===== config.mk =====
export PLATFORM = sky130hd
export DESIGN_NAME = adc_conversion_sequencer
export DESIGN_NICKNAME = d
export VERILOG_FILES = /design/src/adc_seq_pkg.sv /design/src/pin_sync.sv /design/src/adc_conversion_sequencer.sv
export SDC_FILE = /design/constraint.sdc
export NUM_CORES = 1
export LEC_CHECK = 0
export ABC_AREA = 0
export BUFFER_PORTS_ARGS = -buffer_cell sky130_fd_sc_hd__clkbuf_2
export CAP_MARGIN = 20
export CORE_MARGIN = 3
export CORE_UTILIZATION = 65
export CTS_BUF_LIST = sky130_fd_sc_hd__clkbuf_4
export DETAILED_ROUTE_END_ITERATION = 16
export PLACE_DENSITY = 0.83
export SLEW_MARGIN = 20
export SYNTH_ARGS = -nofsm -noshare
export SYNTH_HDL_FRONTEND = slang
export SYNTH_SLANG_ARGS = --single-unit

===== constraint.sdc =====
create_clock -name clock -period 7 [get_ports clock]
set_clock_uncertainty 0.05 [all_clocks]
set_input_delay 0.7 -clock clock [delete_from_list [all_inputs] [get_ports clock]]
set_output_delay 0.7 -clock clock [all_outputs]
set_load 0.01 [all_outputs]

===== src/adc_seq_pkg.sv =====
// shared constants, state codes and carriers of the conversion sequencer
package adc_seq_pkg;

	// ====================================================================
	// widths
	localparam int RESULT_W = 12;
	localparam int HALF_CNT_W = 6;
	localparam int AGE_W = 2;
	localparam int CAL_CNT_W = 22;

	// ====================================================================
	// timing
	localparam int CLK_PERIOD_NS = 50;
	localparam int SETUP_NS = 10;
	// least time: round up, never below one cycle
	localparam int SETUP_CYCLES_RAW = (SETUP_NS + CLK_PERIOD_NS - 1) / CLK_PERIOD_NS;
	localparam int SETUP_CYCLES = (SETUP_CYCLES_RAW < 1) ? 1 : SETUP_CYCLES_RAW;
	// conversion length in master-clock half periods (16.5 and 17.5 periods)
	localparam logic [HALF_CNT_W-1:0] HALVES_NORMAL = 6'h21;
	localparam logic [HALF_CNT_W-1:0] HALVES_LATE = 6'h23;
	localparam int CAL_TIMEOUT_MS = 70;
	localparam int CAL_CYCLES = CAL_TIMEOUT_MS * 1000000 / CLK_PERIOD_NS;

	// ====================================================================
	// states
	typedef enum logic [3:0] {
		st_idle = 4'h1,
		st_edge = 4'h2,
		st_conv = 4'h4,
		st_cal = 4'h8
	} seq_state_e;

	// ====================================================================
	// carriers
	typedef struct packed {
		logic convert_start_n;
		logic master_clock_in;
		logic cs_n;
		logic rd_n;
		logic wr_n;
		logic start_bit;
	} pins_s;

	localparam pins_s PINS_IDLE = '{
		convert_start_n: 1'b1, master_clock_in: 1'b0, cs_n: 1'b1,
		rd_n: 1'b1, wr_n: 1'b1, start_bit: 1'b0};

	typedef struct packed {
		seq_state_e state;
		logic [HALF_CNT_W-1:0] half_cnt;
		logic [HALF_CNT_W-1:0] target;
		logic [AGE_W-1:0] age;
		logic [CAL_CNT_W-1:0] cal_cnt;
		logic mclk_prev;
		logic cnv_prev;
		logic wr_prev;
		logic start_bit_lat;
		logic sw_start;
		logic cal_pending;
		logic busy;
		logic hold;
		logic data_oe;
		logic cal_run;
		logic [RESULT_W-1:0] result;
	} seq_s;

	localparam seq_s SEQ_RESET = '{
		state: st_idle, half_cnt: '0, target: '0, age: '0, cal_cnt: '0,
		mclk_prev: 1'b0, cnv_prev: 1'b1, wr_prev: 1'b0, start_bit_lat: 1'b0,
		sw_start: 1'b0, cal_pending: 1'b1, busy: 1'b0, hold: 1'b0,
		data_oe: 1'b0, cal_run: 1'b0, result: '0};

endpackage : adc_seq_pkg


===== src/pin_sync.sv =====
// two-flop synchroniser bank for pin inputs
`timescale 1ns/10ps
module pin_sync #(
	parameter int W = 1,
	parameter logic [W-1:0] RESET_VALUE = '0
) (
	input wire logic clock,
	input wire logic sys_rst,
	input wire logic [W-1:0] d,
	output logic [W-1:0] q
);
	typedef struct packed {
		logic [W-1:0] meta;
		logic [W-1:0] stable;
	} sync_s;

	sync_s r;
	sync_s nxt;

	// ====================================================================
	// meta stage feeds only the stable stage
	always_comb begin
		nxt.meta = d;
		nxt.stable = r.meta;
	end

	always_ff @(posedge clock or posedge sys_rst) begin
		if (sys_rst) begin
			r <= '{meta: RESET_VALUE, stable: RESET_VALUE};
		end else begin
			r <= nxt;
		end
	end

	assign q = r.stable;
endmodule : pin_sync


===== src/adc_conversion_sequencer.sv =====
// conversion sequencer: start detection, timing, busy, track/hold and result bus
//
// Contract
// - pin low strobe or software bit starts conversion
// - hold at pin rise or write end
// - begin at next master fall, 16.5 periods
// - late start edge gives 17.5 periods
// - busy low at completion, result readable
// - software start bit cleared at busy fall
// - first start after power-up runs calibration
// - result driven while read and select low
// - back to tracking at busy fall
// - straight binary unipolar, twos complement bipolar
// - control write before first start skips calibration
`timescale 1ns/10ps
module adc_conversion_sequencer #(
	parameter logic [adc_seq_pkg::CAL_CNT_W-1:0] CAL_CYCLES =
		adc_seq_pkg::CAL_CNT_W'(adc_seq_pkg::CAL_CYCLES)
) (
	input wire logic clock,
	input wire logic sys_rst,
	input wire logic convert_start_n,
	input wire logic master_clock_in,
	input wire logic cs_n,
	input wire logic rd_n,
	input wire logic wr_n,
	input wire logic start_bit_in,
	input wire logic bipolar_mode,
	input wire logic [adc_seq_pkg::RESULT_W-1:0] sar_code,
	output logic busy,
	output logic track_hold,
	output logic [adc_seq_pkg::RESULT_W-1:0] data_out,
	output logic data_oe,
	output logic sw_start_bit,
	output logic cal_running
);

	// ====================================================================
	// output coding
	// the core delivers offset binary; bipolar flips the sign bit
	function automatic logic [adc_seq_pkg::RESULT_W-1:0] code_fmt(
		input logic [adc_seq_pkg::RESULT_W-1:0] raw,
		input logic bip
	);
		logic [adc_seq_pkg::RESULT_W-1:0] v;
		v = raw;
		if (bip) begin
			v[adc_seq_pkg::RESULT_W-1] = ~raw[adc_seq_pkg::RESULT_W-1];
		end
		return v;
	endfunction : code_fmt

	// ====================================================================
	// pin synchronisers
	adc_seq_pkg::pins_s pins_raw;
	adc_seq_pkg::pins_s p;

	assign pins_raw = '{convert_start_n: convert_start_n, master_clock_in: master_clock_in,
		cs_n: cs_n, rd_n: rd_n, wr_n: wr_n, start_bit: start_bit_in};

	pin_sync #(
		.W($bits(adc_seq_pkg::pins_s)),
		.RESET_VALUE(adc_seq_pkg::PINS_IDLE)
	) u_sync (
		.clock(clock),
		.sys_rst(sys_rst),
		.d(pins_raw),
		.q(p)
	);

	// ====================================================================
	// sequencer state
	adc_seq_pkg::seq_s r;
	adc_seq_pkg::seq_s nxt;

	logic mclk_fall;
	logic mclk_edge;
	logic pin_rise;
	logic wr_act;
	logic wr_end;
	logic sw_launch;
	logic trig;
	logic cal_go;
	logic done;
	logic [adc_seq_pkg::HALF_CNT_W-1:0] half_inc;

	always_comb begin
		nxt = r;
		mclk_fall = r.mclk_prev & ~p.master_clock_in;
		mclk_edge = r.mclk_prev ^ p.master_clock_in;
		pin_rise = ~r.cnv_prev & p.convert_start_n;
		wr_act = ~p.cs_n & ~p.wr_n;
		wr_end = r.wr_prev & ~wr_act;
		// start takes effect when the write ends, not when it begins
		sw_launch = wr_end & r.start_bit_lat;
		trig = pin_rise | sw_launch;
		// a write that ends before or with the first start cancels calibration
		cal_go = r.cal_pending & ~wr_end;
		done = 1'b0;
		half_inc = r.half_cnt + 6'h01;

		nxt.mclk_prev = p.master_clock_in;
		nxt.cnv_prev = p.convert_start_n;
		nxt.wr_prev = wr_act;
		if (wr_act) begin
			nxt.start_bit_lat = p.start_bit;
		end
		if (wr_end) begin
			nxt.cal_pending = 1'b0;
		end
		nxt.data_oe = ~p.cs_n & ~p.rd_n;

		unique case (r.state)
			adc_seq_pkg::st_idle: begin
				if (trig) begin
					nxt.busy = 1'b1;
					nxt.hold = 1'b1;
					nxt.cal_pending = 1'b0;
					// readback only for a software start that really launched
					nxt.sw_start = sw_launch;
					if (cal_go) begin
						nxt.state = adc_seq_pkg::st_cal;
						nxt.cal_cnt = '0;
						nxt.cal_run = 1'b1;
					end else if (mclk_fall) begin
						// fall in the start cycle itself misses setup
						nxt.state = adc_seq_pkg::st_conv;
						nxt.half_cnt = '0;
						nxt.target = adc_seq_pkg::HALVES_LATE;
					end else begin
						nxt.state = adc_seq_pkg::st_edge;
						nxt.age = 2'h1;
					end
				end
			end
			adc_seq_pkg::st_edge: begin
				if (r.age != 2'h3) begin
					nxt.age = r.age + 2'h1;
				end
				if (mclk_fall) begin
					nxt.state = adc_seq_pkg::st_conv;
					nxt.half_cnt = '0;
					if (32'(r.age) < adc_seq_pkg::SETUP_CYCLES) begin
						nxt.target = adc_seq_pkg::HALVES_LATE;
					end else begin
						nxt.target = adc_seq_pkg::HALVES_NORMAL;
					end
				end
			end
			adc_seq_pkg::st_conv: begin
				if (mclk_edge) begin
					nxt.half_cnt = half_inc;
					if (half_inc == r.target) begin
						done = 1'b1;
						nxt.result = code_fmt(sar_code, bipolar_mode);
					end
				end
			end
			adc_seq_pkg::st_cal: begin
				// calibration keeps busy high; the result register is untouched
				nxt.cal_cnt = r.cal_cnt + 22'h000001;
				if (nxt.cal_cnt >= CAL_CYCLES) begin
					done = 1'b1;
					nxt.cal_run = 1'b0;
				end
			end
		endcase

		if (done) begin
			nxt.state = adc_seq_pkg::st_idle;
			nxt.busy = 1'b0;
			nxt.hold = 1'b0;
			// a write ending with the fall launches nothing, so the bit must not linger
			nxt.sw_start = 1'b0;
		end
	end

	always_ff @(posedge clock or posedge sys_rst) begin
		if (sys_rst) begin
			r <= adc_seq_pkg::SEQ_RESET;
		end else begin
			r <= nxt;
		end
	end

	// ====================================================================
	// outputs
	assign busy = r.busy;
	assign track_hold = r.hold;
	assign data_out = r.result;
	assign data_oe = r.data_oe;
	assign sw_start_bit = r.sw_start;
	assign cal_running = r.cal_run;

endmodule : adc_conversion_sequencer


==> flow_summary.ini <==
[place]
placed_cell_area_sq_mm = 0.00373
place_congestion = 0.864
dp_hpwl_mm = 4.95
place_inst = 452
portBuffers = 37

[grt]
grtUsageTotal = 0.252
overflow = 0
grt_antenna_before_repair = 0
grt_start_max_net_pins = 70
grt_pass1_wl_mm = 12.7
grt_pass1_vias = 2840

[cells_and_area]
drive_above_1_share = 0.221
final_nets = 419
mostFrequentLayoutCells = dfrtp_1 (58), o21ai_0 (47), clkbuf_2 (37)
mostFrequentLayoutCell = dfrtp_1
antenna_cells = 0
synthToLayoutAreaGrowth_pct = 7.60
instances_no_fill = 468
stdcell_area_sq_mm = 0.00388

[floorplanning]
fp.dieW_microns = 80.5
rows = 26
core_sq_mm = 0.00524
die_y_microns = 80.5
dieArea_sq_mm = 0.00647
io-pin-count = 38
start_util = 0.688

[synthesis]
syn_inst = 375
ys.flop_type = dfrtp_1
synth_seq_cells = 69
yosysUniqueCellTypes = 50
synth-seq-area-share = 0.483
yosys_warnings = 0
synth-edff-count = 0
synth_fp_nets = 401
synth.avg_cell_area_sq_um = 9.61
syn_area_sq_mm = 0.00360
async_reset_ff_frac = 1.00

[critical_path]
max_stage_delay_ns = 0.49
crit_type = flip-flop to flip-flop
startpoint_type = flip-flop
cp-end-kind = flip-flop
critPathSlowestCell = or4_4
cp_cell_sequence = ha_1 > nand4_1 > or4_4 > o21ai_2 > a22oi_1 > a311o_1 > a22o_1 > a211o_1
required_ns = 7.29
worstPathMaxFanout = 13
arrival_ns = 3.24

[drt]
wire_per_inst_microns = 15.4
dr.pass1.iters = 5
antenna_left = 0
drc = 0
via_count = 2918
routed_wl_mm = 7.22
routed_via_density = 6.24
drt_first_iter_violations = 240

[power]
p_switching_mw = 0.164
p_leak_nw = 1.76
comb_power_share = 0.026
sequentialPowerShare = 0.590
p_sw_frac = 0.236
power_frac_clock = 0.384
powerDensity_mw_per_mm2 = 179
power.internal_mw = 0.529
irDropWorstVdd_mv = 0.167

[sta]
hold_viol_final = 0
slew_headroom = 0.342
fin_tns_setup_ns = 0
final-setup-viol-count = 0
fmax_mhz = 339
grt_setup_unrepaired = false
fin_crit_ns = 2.95
maxSlewViolCount = 0
period_share = 0.421
worst_pin_slew_ns = 0.983

[clocking]
clk_pin_slew_worst_paths_ns = 0.12
numCtsBuffers = 9
cts_hold_buffers = 0
cts_max_level = 3
cts_buffer_depth = 2
worstSkewPairLatency_ns = 0.42
cts_tree = built
clock-sinks = 69
cts_resized = 0
cts_setup_buffers = 0
cts_root_buf = clkbuf_4

[status]
outcome = finished clean

[flow_run]
cap_violations = 0

[hold_path]
hp-class = flip-flop to flip-flop
==> per-layer routing <==
metal,vias to the layer above,part of all wire,GRT usage
met5,-,0,0
met4,0,0.015,0.0912
met3,14,0.055,0.0504
met2,112,0.48,0.404
met1,1395,0.45,0.339
li1,1397,-,-
==> path summary, 6_finish.rpt <==
kind	cells past startpoint	startpoint	endpoint	slack [ns]
max in group asynchronous	3	sys_rst	r[46]	5.90
min in group asynchronous	3	sys_rst	sw_start_bit	0.46
worst max register to register	8	r[23]	r[58]	4.05
worst max-delay path	8	r[23]	r[58]	4.05
worst min-delay path	0	u_sync.nxt[4]	u_sync.q[4]	0.31
worst min register to register	0	u_sync.nxt[4]	u_sync.q[4]	0.31
==> critical path, delay by kind of cell, from the launching register on <==
kind	cells	cell delay [ns]
flops	1	0.47
fa+ha+maj	1	0.48
compound gates	5	1.21
simple gates	2	0.67
==> power by group through the flow <==
stage                     sequential, mW  combinational, mW  clock [mW]
after floorplan                    0.415            0.00928           0
after global placement             0.415             0.0183           0
after detailed placement           0.416             0.0189           0
after CTS                          0.408             0.0190       0.269
after global routing               0.409             0.0216       0.290
final                              0.408             0.0182       0.266
==> through the flow <==
step | setup slack, ns | util | hold slack, ns | total power, mW
6_report | 4.05 | 0.740 | 0.309 | 0.692
2_1_floorplan | 4.53 | - | 0.281 | 0.425
5_1_grt | 3.85 | 0.740 | 0.273 | 0.720
4_1_cts | 4.08 | 0.740 | 0.296 | 0.696
3_3_place_gp | 4.14 | 0.712 | 0.282 | 0.434
3_5_place_dp | 4.11 | 0.712 | 0.286 | 0.435
==> registers in the layout, indices dropped and copies added, names as in the netlist <==
name / count
u_sync.nxt: 6
sw_start_bit: 1
u_sync.q: 6
data_oe: 1
busy: 1
cal_running: 1
data_out: 12
r: 41
==> cells in the mapped netlist, types with 6 or more instances <==
master,count,area (sq um)
nand2b_1,6,37.5
clkbuf_1,13,48.8
nor3_1,6,30.0
dfrtp_1,58,1450
o21ai_0,47,235
nor2_1,33,124
nor4_1,8,50.1
nand2_1,32,120
dfstp_2,11,289
nand3_1,12,60.1
o31ai_1,6,45.0
a21oi_1,9,45.0
buf_2,6,30.0
a31oi_1,7,43.8
inv_1,9,33.8
and3_1,8,50.1
buf_4,13,97.6
mux2_2,13,146
nand4_1,10,62.6
==> final cells by class <==
cell class,instances,area (sq um)
fillers,378,1360
well taps,70,87.6
flip-flops and latches,69,1740
clock buffers,10,75.1
clock inverters,6,70.1
repair buffers,39,200
multi-input cells,265,1670
inverters,9,33.8
==> logic make-up after synthesis <==
logic type / share of synthesized area
compound gates: 0.165
xor+xnor: 0.0219
fa+ha+maj: 0.0174
buf+inv: 0.0583
flops: 0.483
mux: 0.0462
simple gates: 0.209
Power figures use the tool's default switching activity.
